<file path="src/core/tpx_params.svh">
// constants of the timer and port instruction executer
`ifndef TPX_PARAMS_SVH
`define TPX_PARAMS_SVH

// opcodes, ten bits
`define TPX_OP_TMR_RD 10'h270
`define TPX_OP_TMR_WR 10'h230
`define TPX_OP_RLD1 10'h23f
`define TPX_OP_RLD3 10'h23b
`define TPX_OP_FLAG_SKIP 10'h280
`define TPX_OP_PORT_IN 10'h260
`define TPX_OP_PORT_OUT 10'h220
`define TPX_OP_PD_ALL_OFF 10'h011
`define TPX_OP_PD_CLR 10'h014
`define TPX_OP_PD_SET 10'h015
`define TPX_OP_PD_SKIP1 10'h024
`define TPX_OP_PD_SKIP2 10'h02b
`define TPX_OP_WR_WAKE 10'h21b
`define TPX_OP_RD_WAKE 10'h256
`define TPX_OP_WR_PULL 10'h22d
`define TPX_OP_RD_PULL 10'h257
`define TPX_OP_WR_DIR 10'h228

// port numbers in the low opcode bits
`define TPX_PORT2 3'h2
`define TPX_PORT4 3'h4
`define TPX_PORT5 3'h5

// apb byte offsets
`define TPX_ADDR_CTRL 8'h00
`define TPX_ADDR_IRQ_STAT 8'h04
`define TPX_ADDR_IRQ_MASK 8'h08
`define TPX_ADDR_CTL_REGS 8'h0c
`define TPX_ADDR_PORTD 8'h10
`define TPX_ADDR_LAST_OP 8'h14

// field positions and reset values
`define TPX_CTRL_LARGE_BIT 0
`define TPX_EV_TMR_SKIP 0
`define TPX_EV_PD_SKIP 1
`define TPX_EV_ILLEGAL 2
`define TPX_RST_CTRL 1'h1
`define TPX_RST_PD 8'hff
`define TPX_RST_NIB 4'h0

`endif

</file>
<file path="src/core/tpx_pkg.sv">
// types of the timer and port instruction executer
package tpx_pkg;

  typedef enum logic [1:0] {
    TPX_ST_IDLE = 2'b01,
    TPX_ST_PD_WORD2 = 2'b10
  } tpx_state_e;

  typedef struct packed {
    logic valid;
    logic [9:0] opcode;
    logic [3:0] acc;
    logic [3:0] breg;
    logic [3:0] yreg;
  } tpx_req_s;

  typedef struct packed {
    logic done;
    logic acc_we;
    logic [3:0] acc;
    logic breg_we;
    logic [3:0] breg;
    logic skip;
  } tpx_res_s;

  typedef struct packed {
    logic [3:0] load_count;
    logic [3:0] load_reload;
    logic [7:0] data;
    logic [3:0] flag_clear;
  } tpx_tmr_cmd_s;

  typedef struct packed {
    logic [3:0] p0;
    logic [3:0] p1;
    logic [2:0] p2;
    logic [3:0] p3;
    logic [3:0] p4;
    logic [3:0] p5;
    logic [7:0] pd;
  } tpx_pins_s;

  typedef struct packed {
    logic [3:0] p0;
    logic [3:0] p1;
    logic [3:0] p3;
    logic [3:0] p4;
    logic [3:0] p5;
    logic [7:0] pd;
    logic [3:0] wakeup_control_reg;
    logic [3:0] pullup_control_reg;
    logic [3:0] direction_control_reg;
  } tpx_port_out_s;

endpackage : tpx_pkg

</file>
<file path="src/core/tpx_pin_sync.sv">
// three-stage pin synchroniser with agreement filter
module tpx_pin_sync #(
  parameter int WIDTH = 31
) (
  input wire logic pclk,
  input wire logic presetn,
  input wire logic [WIDTH-1:0] pin_async,
  output logic [WIDTH-1:0] pin_sync
);

  logic [WIDTH-1:0] s1_q;
  logic [WIDTH-1:0] s2_q;
  logic [WIDTH-1:0] s3_q;
  logic [WIDTH-1:0] out_d;
  logic [WIDTH-1:0] out_q;

  // first stage feeds only the second
  always_comb begin
    for (int i = 0; i < WIDTH; i++) begin
      out_d[i] = (s2_q[i] == s3_q[i]) ? s3_q[i] : out_q[i];
    end
  end

  always_ff @(posedge pclk or negedge presetn) begin
    if (!presetn) begin
      s1_q <= '0;
      s2_q <= '0;
      s3_q <= '0;
      out_q <= '0;
    end else begin
      s1_q <= pin_async;
      s2_q <= s1_q;
      s3_q <= s2_q;
      out_q <= out_d;
    end
  end

  assign pin_sync = out_q;

endmodule : tpx_pin_sync

</file>
<file path="src/core/tpx_exec.sv">
// timer and port instruction executer with apb status access
//
// Chosen here: the APB slave port and the placing of the registers.
`include "tpx_params.svh"

module tpx_exec (
  input wire logic pclk,
  input wire logic presetn,
  input wire tpx_pkg::tpx_req_s req,
  input wire logic [3:0][7:0] tmr_count,
  input wire logic [3:0] tmr_flag,
  input wire tpx_pkg::tpx_pins_s pins,
  output tpx_pkg::tpx_res_s res,
  output tpx_pkg::tpx_tmr_cmd_s tmr_cmd,
  output tpx_pkg::tpx_port_out_s port_out,
  output logic irq,
  input wire logic psel,
  input wire logic penable,
  input wire logic pwrite,
  input wire logic [7:0] paddr,
  input wire logic [31:0] pwdata,
  output logic [31:0] prdata,
  output logic pready,
  output logic pslverr
);

  function automatic logic [3:0] onehot4(input logic [1:0] idx);
    onehot4 = 4'h1 << idx;
  endfunction : onehot4

  function automatic logic same_grp(input logic [9:0] op, input logic [9:0] base);
    same_grp = (op[9:2] == base[9:2]);
  endfunction : same_grp

  tpx_pkg::tpx_pins_s pin_s;
  logic [30:0] pin_raw;

  tpx_pin_sync #(
    .WIDTH($bits(tpx_pkg::tpx_pins_s))
  ) u_sync (
    .pclk(pclk),
    .presetn(presetn),
    .pin_async(pins),
    .pin_sync(pin_raw)
  );
  assign pin_s = tpx_pkg::tpx_pins_s'(pin_raw);

  tpx_pkg::tpx_state_e state_q, state_d;
  tpx_pkg::tpx_res_s res_q, res_d;
  tpx_pkg::tpx_tmr_cmd_s tmr_q, tmr_d;
  tpx_pkg::tpx_port_out_s port_q, port_d;
  logic [3:0] y_q, y_d;
  logic [9:0] last_op_q, last_op_d;
  logic [2:0] ev;
  logic large_q, large_d;
  logic [2:0] stat_q, stat_d;
  logic [2:0] mask_q, mask_d;
  logic irq_q, irq_d;
  logic [31:0] prdata_q, prdata_d;
  logic pready_q, pready_d;
  logic pslverr_q, pslverr_d;

  // instruction execution
  always_comb begin
    logic [9:0] op;
    logic [1:0] idx;
    logic [2:0] pn;
    logic [7:0] cnt;
    op = req.opcode;
    idx = op[1:0];
    pn = op[2:0];
    cnt = tmr_count[idx];
    state_d = state_q;
    res_d = '0;
    tmr_d = '0;
    port_d = port_q;
    y_d = y_q;
    last_op_d = last_op_q;
    ev = '0;
    if (req.valid) begin
      last_op_d = op;
      if (state_q == tpx_pkg::TPX_ST_PD_WORD2) begin
        state_d = tpx_pkg::TPX_ST_IDLE;
        if (op == `TPX_OP_PD_SKIP2) begin
          res_d.done = 1'b1;
          res_d.skip = ~pin_s.pd[y_q[2:0]];
          ev[`TPX_EV_PD_SKIP] = ~pin_s.pd[y_q[2:0]];
        end else begin
          // broken pair: second word dropped, no skip
          ev[`TPX_EV_ILLEGAL] = 1'b1;
        end
      end else if (same_grp(op, `TPX_OP_TMR_RD)) begin
        res_d.done = 1'b1;
        res_d.acc_we = 1'b1;
        res_d.breg_we = 1'b1;
        res_d.breg = cnt[7:4];
        res_d.acc = cnt[3:0];
      end else if (same_grp(op, `TPX_OP_TMR_WR)) begin
        res_d.done = 1'b1;
        tmr_d.load_count = onehot4(idx);
        tmr_d.load_reload = onehot4(idx);
        tmr_d.data = {req.breg, req.acc};
      end else if (op == `TPX_OP_RLD1 || op == `TPX_OP_RLD3) begin
        res_d.done = 1'b1;
        tmr_d.load_reload = (op == `TPX_OP_RLD1) ? 4'h1 : 4'h4;
        tmr_d.data = {req.breg, req.acc};
      end else if (same_grp(op, `TPX_OP_FLAG_SKIP)) begin
        res_d.done = 1'b1;
        res_d.skip = tmr_flag[idx];
        tmr_d.flag_clear = tmr_flag[idx] ? onehot4(idx) : 4'h0;
        ev[`TPX_EV_TMR_SKIP] = tmr_flag[idx];
      end else if (op[9:3] == `TPX_OP_PORT_IN >> 3 && pn <= `TPX_PORT5) begin
        if (pn[2] && !large_q) begin
          ev[`TPX_EV_ILLEGAL] = 1'b1;
        end else begin
          res_d.done = 1'b1;
          res_d.acc_we = 1'b1;
          unique case (pn)
            3'h0: res_d.acc = pin_s.p0;
            3'h1: res_d.acc = pin_s.p1;
            `TPX_PORT2: res_d.acc = {1'b0, pin_s.p2};
            3'h3: res_d.acc = pin_s.p3;
            `TPX_PORT4: res_d.acc = pin_s.p4;
            default: res_d.acc = pin_s.p5;
          endcase
        end
      end else if (op[9:3] == `TPX_OP_PORT_OUT >> 3 && pn <= `TPX_PORT5
                   && pn != `TPX_PORT2) begin
        if (pn[2] && !large_q) begin
          ev[`TPX_EV_ILLEGAL] = 1'b1;
        end else begin
          res_d.done = 1'b1;
          unique case (pn)
            3'h0: port_d.p0 = req.acc;
            3'h1: port_d.p1 = req.acc;
            3'h3: port_d.p3 = req.acc;
            `TPX_PORT4: port_d.p4 = req.acc;
            default: port_d.p5 = req.acc;
          endcase
        end
      end else if (op == `TPX_OP_PD_ALL_OFF) begin
        res_d.done = 1'b1;
        port_d.pd = 8'hff;
      end else if (op == `TPX_OP_PD_CLR || op == `TPX_OP_PD_SET) begin
        if (req.yreg[3]) begin
          // index past 7 leaves port D alone
          ev[`TPX_EV_ILLEGAL] = 1'b1;
        end else begin
          res_d.done = 1'b1;
          port_d.pd[req.yreg[2:0]] = op[0];
        end
      end else if (op == `TPX_OP_PD_SKIP1) begin
        if (req.yreg[3]) begin
          ev[`TPX_EV_ILLEGAL] = 1'b1;
        end else begin
          state_d = tpx_pkg::TPX_ST_PD_WORD2;
          y_d = req.yreg;
        end
      end else if (op == `TPX_OP_WR_WAKE) begin
        res_d.done = 1'b1;
        port_d.wakeup_control_reg = req.acc;
      end else if (op == `TPX_OP_WR_PULL) begin
        res_d.done = 1'b1;
        port_d.pullup_control_reg = req.acc;
      end else if (op == `TPX_OP_WR_DIR) begin
        if (!large_q) begin
          ev[`TPX_EV_ILLEGAL] = 1'b1;
        end else begin
          res_d.done = 1'b1;
          port_d.direction_control_reg = req.acc;
        end
      end else if (op == `TPX_OP_RD_WAKE || op == `TPX_OP_RD_PULL) begin
        res_d.done = 1'b1;
        res_d.acc_we = 1'b1;
        res_d.acc = op[0] ? port_q.pullup_control_reg
                          : port_q.wakeup_control_reg;
      end
    end
  end

  // apb slave and interrupt
  always_comb begin
    logic acc_ph;
    acc_ph = psel && penable && pready_q;
    large_d = large_q;
    mask_d = mask_q;
    // set wins over the write-one clear
    stat_d = stat_q | ev;
    prdata_d = prdata_q;
    pslverr_d = 1'b0;
    pready_d = psel && !penable && !pready_q;
    if (psel && !penable) begin
      prdata_d = '0;
      unique case (paddr)
        `TPX_ADDR_CTRL: prdata_d[`TPX_CTRL_LARGE_BIT] = large_q;
        `TPX_ADDR_IRQ_STAT: prdata_d[2:0] = stat_q;
        `TPX_ADDR_IRQ_MASK: prdata_d[2:0] = mask_q;
        `TPX_ADDR_CTL_REGS: prdata_d[11:0] = {port_q.direction_control_reg,
                                              port_q.pullup_control_reg,
                                              port_q.wakeup_control_reg};
        `TPX_ADDR_PORTD: prdata_d[7:0] = port_q.pd;
        `TPX_ADDR_LAST_OP: prdata_d[9:0] = last_op_q;
        default: pslverr_d = 1'b1;
      endcase
    end
    if (acc_ph && pwrite) begin
      unique case (paddr)
        `TPX_ADDR_CTRL: large_d = pwdata[`TPX_CTRL_LARGE_BIT];
        `TPX_ADDR_IRQ_STAT: stat_d = (stat_q & ~pwdata[2:0]) | ev;
        `TPX_ADDR_IRQ_MASK: mask_d = pwdata[2:0];
        default: ;
      endcase
    end
    if (acc_ph) begin
      pslverr_d = 1'b0;
    end
    irq_d = |(stat_d & mask_d);
  end

  always_ff @(posedge pclk or negedge presetn) begin
    if (!presetn) begin
      state_q <= tpx_pkg::TPX_ST_IDLE;
      res_q <= '0;
      tmr_q <= '0;
      port_q <= '{p0: `TPX_RST_NIB, p1: `TPX_RST_NIB, p3: `TPX_RST_NIB,
                  p4: `TPX_RST_NIB, p5: `TPX_RST_NIB, pd: `TPX_RST_PD,
                  wakeup_control_reg: `TPX_RST_NIB,
                  pullup_control_reg: `TPX_RST_NIB,
                  direction_control_reg: `TPX_RST_NIB};
      y_q <= '0;
      last_op_q <= '0;
      large_q <= `TPX_RST_CTRL;
      stat_q <= '0;
      mask_q <= '0;
      irq_q <= 1'b0;
      prdata_q <= '0;
      pready_q <= 1'b0;
      pslverr_q <= 1'b0;
    end else begin
      state_q <= state_d;
      res_q <= res_d;
      tmr_q <= tmr_d;
      port_q <= port_d;
      y_q <= y_d;
      last_op_q <= last_op_d;
      large_q <= large_d;
      stat_q <= stat_d;
      mask_q <= mask_d;
      irq_q <= irq_d;
      prdata_q <= prdata_d;
      pready_q <= pready_d;
      pslverr_q <= pslverr_d;
    end
  end

  assign res = res_q;
  assign tmr_cmd = tmr_q;
  assign port_out = port_q;
  assign irq = irq_q;
  assign prdata = prdata_q;
  assign pready = pready_q;
  assign pslverr = pslverr_q;

  logic rd_hit;
  assign rd_hit = req.valid && state_q == tpx_pkg::TPX_ST_IDLE;
endmodule : tpx_exec

</file>
<file path="config.mk">
export PLATFORM = sky130hd
export DESIGN_NAME = tpx_exec
export DESIGN_NICKNAME = d
export VERILOG_FILES = /design/src/core/tpx_pkg.sv /design/src/core/tpx_pin_sync.sv /design/src/core/tpx_exec.sv
export VERILOG_INCLUDE_DIRS = /design/src /design/src/core
export SDC_FILE = /design/constraint.sdc
export NUM_CORES = 1
export LEC_CHECK = 0
export ABC_AREA = 1
export BUFFER_PORTS_ARGS = -buffer_cell sky130_fd_sc_hd__clkbuf_2
export CORE_MARGIN = 2
export CORE_UTILIZATION = 53
export CTS_CLUSTER_DIAMETER = 200
export DETAILED_ROUTE_END_ITERATION = 7
export PLACE_DENSITY = 0.8
export RECOVER_POWER = 100
export SYNTH_ARGS = -nofsm -noshare
export SYNTH_HDL_FRONTEND = slang
export SYNTH_SLANG_ARGS = --single-unit
</file>
<file path="constraint.sdc">
create_clock -name pclk -period 2.08 [get_ports pclk]
set_clock_uncertainty 0.1 [all_clocks]
set_input_delay 0.416 -clock pclk [delete_from_list [all_inputs] [get_ports pclk]]
set_output_delay 0.416 -clock pclk [all_outputs]
set_load 0.01 [all_outputs]
</file>
==> results_dict.tcl <==
set metrics [dict create \
    core-area_sq_mm 0.0167 \
    final.setup.tns_ns 0 \
    post-synth-top-count-cell "sky130_fd_sc_hd__dfrtp_1" \
    power_per_cell_area_mw_per_mm2 861 \
    number_of_global_route_vias_before_repair 7296 \
    hold_wc_path_type "in2reg" \
    floorplan.initialDensity_pct 54.7 \
    outcome "finished clean" \
    crit_arrival_ns 2.13 \
    placementRows 47 \
    fin_hold_ws_ns 0.0328 \
    antennaDiodeCount 0 \
    fill_cell_total_of_the_finished_layout 1314 \
    netlist_top_cells_area "sky130_fd_sc_hd__dfrtp_1, sky130_fd_sc_hd__nand2_1, sky130_fd_sc_hd__maj3_1, sky130_fd_sc_hd__nor2_1, sky130_fd_sc_hd__inv_1" \
    detailed_place_hpwl_um 16500 \
    hold_viol 0 \
    post-place-ws_ns -0.0171 \
    comb_power_share_pct 7.0 \
    insertion_delay_ns 0.50 \
    detail_route.iter0.violations 469 \
    min_from "req[4]" \
    syn_inst 893 \
    drive_above_1_share_pct 18.9 \
    clockBufferDepth 3 \
    share_seq_of_total_power_pct 48.3 \
    hold_path_depth 3 \
    grt_start_max_net_pins 66 \
    avgSynthCellArea_sq_um 10.2 \
    synth_top_cell_by_area "sky130_fd_sc_hd__dfrtp_1" \
    dr.pass1.iters 5 \
    gpl_wtd_cong 0.909 \
    final-max-slew-violation-count 0 \
    overflow 0 \
    routedWlPerCell_um 16.3 \
    cts.repair_timing.setup_buffer_count 0 \
    stdcell_count 1406 \
    critPathKind "reg2reg" \
    yosysTopAreaCellShare_pct 60.6 \
    rsz0062_at_grt "no" \
    synth-async-reset-ratio_pct 100 \
    maxSlewHeadroom_pct 38.0 \
    clock_power_share_pct 44.8 \
    ys_warn_count 0 \
    power.net_switching_uw 2150 \
    cts_sink_count 231 \
    cp_max_fo 8 \
    multi_input_area_sq_mm 0.00277 \
    r2r.worst_path.cells 7 \
    irDropWorstVdd_mv 0.706 \
    crit-reg2reg-capture "port_out[33]" \
    htree_levels 1 \
    yosys.cell_types.count 44 \
    worst_ep_required_time_ns 2.34 \
    post_synth_instance_area_sq_mm 0.00913 \
    clkTransAtPathRegs_ns 0.06 \
    grt_pass1_wl_um 36200 \
    leakagePower_uw 0.00563 \
    hold-path-endpoint "tmr_cmd[8]" \
    period_share_pct 89.9 \
    timing.reg2reg.setup_slack_ns 0.21 \
    period_needed_ns 1.87 \
    yosys_most_used_dff "sky130_fd_sc_hd__dfrtp_1" \
    internal-power_uw 7780 \
    route.detailed.drc 0 \
    postCtsResizedCells 0 \
    worstSetupStartpointType "flip-flop" \
    io-pin-count 242 \
    synth_enable_flop_cells 0 \
    dp.cells 1336 \
    chipWidth_um 135 \
    setup_viol_count_final 0 \
    final_antenna_net_count 0 \
    num_vias 7287 \
    synth.cells.most_frequent "sky130_fd_sc_hd__dfrtp_1, sky130_fd_sc_hd__nand2_1, sky130_fd_sc_hd__nor2_1" \
    die_height_um 135 \
    fp.dieArea_sq_mm 0.0183 \
    layout.area.seq_sq_mm 0.00579 \
    launch_instance_of_the_worst_register_to_register_path "state_q[0]" \
    antenna_violations_before_repair 0 \
    timing_worst_slew_pin_value_ns 0.930 \
    setup_ws_ns 0.211 \
    synth_seq_area_share_pct 63.5 \
    p_sw_share_pct 21.7 \
    max-cap-violations 0 \
    worstSetupEndpointType "flip-flop" \
    wl_um 22900 \
    vias_per_inst 5.18 \
    area_delta_synth_final_pct 26.4 \
    grt.total_usage_pct 25.3 \
    cts-hold-fix-buffers 32 \
    cts.root.buffer_cell "sky130_fd_sc_hd__clkbuf_16" \
    fmax_mhz 535 \
    design.final.nets 1308 \
    port-buffer-count 192 \
    cts_buffers 23 \
    cts_tree "yes" \
    yosys_register_bits 231 \
]
## how the worst max path moves through the flow
stage / slack, ns / from / to / depth (start not counted)
2_1_floorplan: 0.44 / req[13] / port_out[20] / 10
4_1_cts: 0.28 / state_q[0] / res[7] / 6
5_1_grt: 0.09 / state_q[0] / port_out[37] / 7
3_5_place_dp: -0.02 / req[12] / res[7] / 9
6_report: 0.21 / state_q[0] / port_out[33] / 7
3_3_place_gp: 0.02 / req[12] / res[7] / 9
## stage by stage
stage | cell area (sq um) | power (uW) | util (%)
floorplan | 9200 | 5170 | -
global placement | 10600 | 5510 | 63.5
detailed placement | 10600 | 5540 | 63.5
CTS | 11700 | 10000 | 70.3
global route | 11500 | 10300 | 69.1
finish | 11500 | 9940 | 69.1
## power by group through the flow
stage / logic, uW / registers [uW] / clock network (uW)
floorplan: 316 / 4850 / 0
global placement: 647 / 4870 / 0
detailed placement: 666 / 4870 / 0
CTS: 715 / 4800 / 4520
global route: 777 / 4820 / 4710
finish: 693 / 4800 / 4450
## layout by cell type (no fill, tap or decap), types with 23 or more instances in the layout
master	count
sky130_fd_sc_hd__nor2_1	84
sky130_fd_sc_hd__dlygate4sd3_1	32
sky130_fd_sc_hd__clkbuf_2	112
sky130_fd_sc_hd__dfrtp_1	221
sky130_fd_sc_hd__inv_1	76
sky130_fd_sc_hd__clkbuf_16	23
sky130_fd_sc_hd__o21ai_0	53
sky130_fd_sc_hd__nand2_1	207
sky130_fd_sc_hd__buf_4	30
sky130_fd_sc_hd__maj3_1	31
sky130_fd_sc_hd__nand3_1	45
sky130_fd_sc_hd__clkbuf_1	92
## area by class of cell
cell class / count / share of cell area, %
Timing Repair Buffer: 270 / 13.4
Clock buffer: 31 / 5.68
Inverter: 89 / 2.92
Multi-Input combinational cell: 558 / 24.0
Clock inverter: 7 / 1.39
Sequential cell: 231 / 50.2
Tap cell: 220 / 2.39
## cell families (layout without fill, tap and decap cells)
family | count (synthesis) | in the layout | synth area share (%)
AO/OA/AOI/OAI | 120 | 120 | 7.30
adder cells (fa/ha/maj) | 31 | 31 | 3.40
buffers and inverters | 123 | 397 | 6.30
flip-flops | 231 | 231 | 63.5
other | 1 | 20 | 0.0411
AND/OR/NAND/NOR | 387 | 387 | 19.5
## routing by layer
metal	up-vias	track usage (%)	wire length [um]
met5	-	0	0
met4	0	9.38	694
met3	61	3.89	1620
met2	306	43.7	11400
met1	3496	32.6	9150
li1	3424	-	-
## worst max-delay path: stages (launching register included)
cell	delay, ns
sky130_fd_sc_hd__dfstp_1	0.54
sky130_fd_sc_hd__nor2_2	0.10
sky130_fd_sc_hd__nor2_8	0.13
sky130_fd_sc_hd__inv_1	0.10
sky130_fd_sc_hd__nor2_4	0.18
sky130_fd_sc_hd__nand3_1	0.30
sky130_fd_sc_hd__nand2_1	0.17
sky130_fd_sc_hd__o21ai_0	0.12
## registers in the layout, indices dropped and copies added (netlist names)
signal	cells
mask_q	3
large_q	1
pslverr	1
stat_q	3
last_op_q	10
res	12
pready	1
tmr_cmd	18
state_q	2
irq	1
u_sync.s2_q	31
u_sync.pin_sync	31
port_out	40
prdata	12
u_sync.s3_q	31
y_q	3
u_sync.s1_q	31
Power figures use the tool's default switching activity.
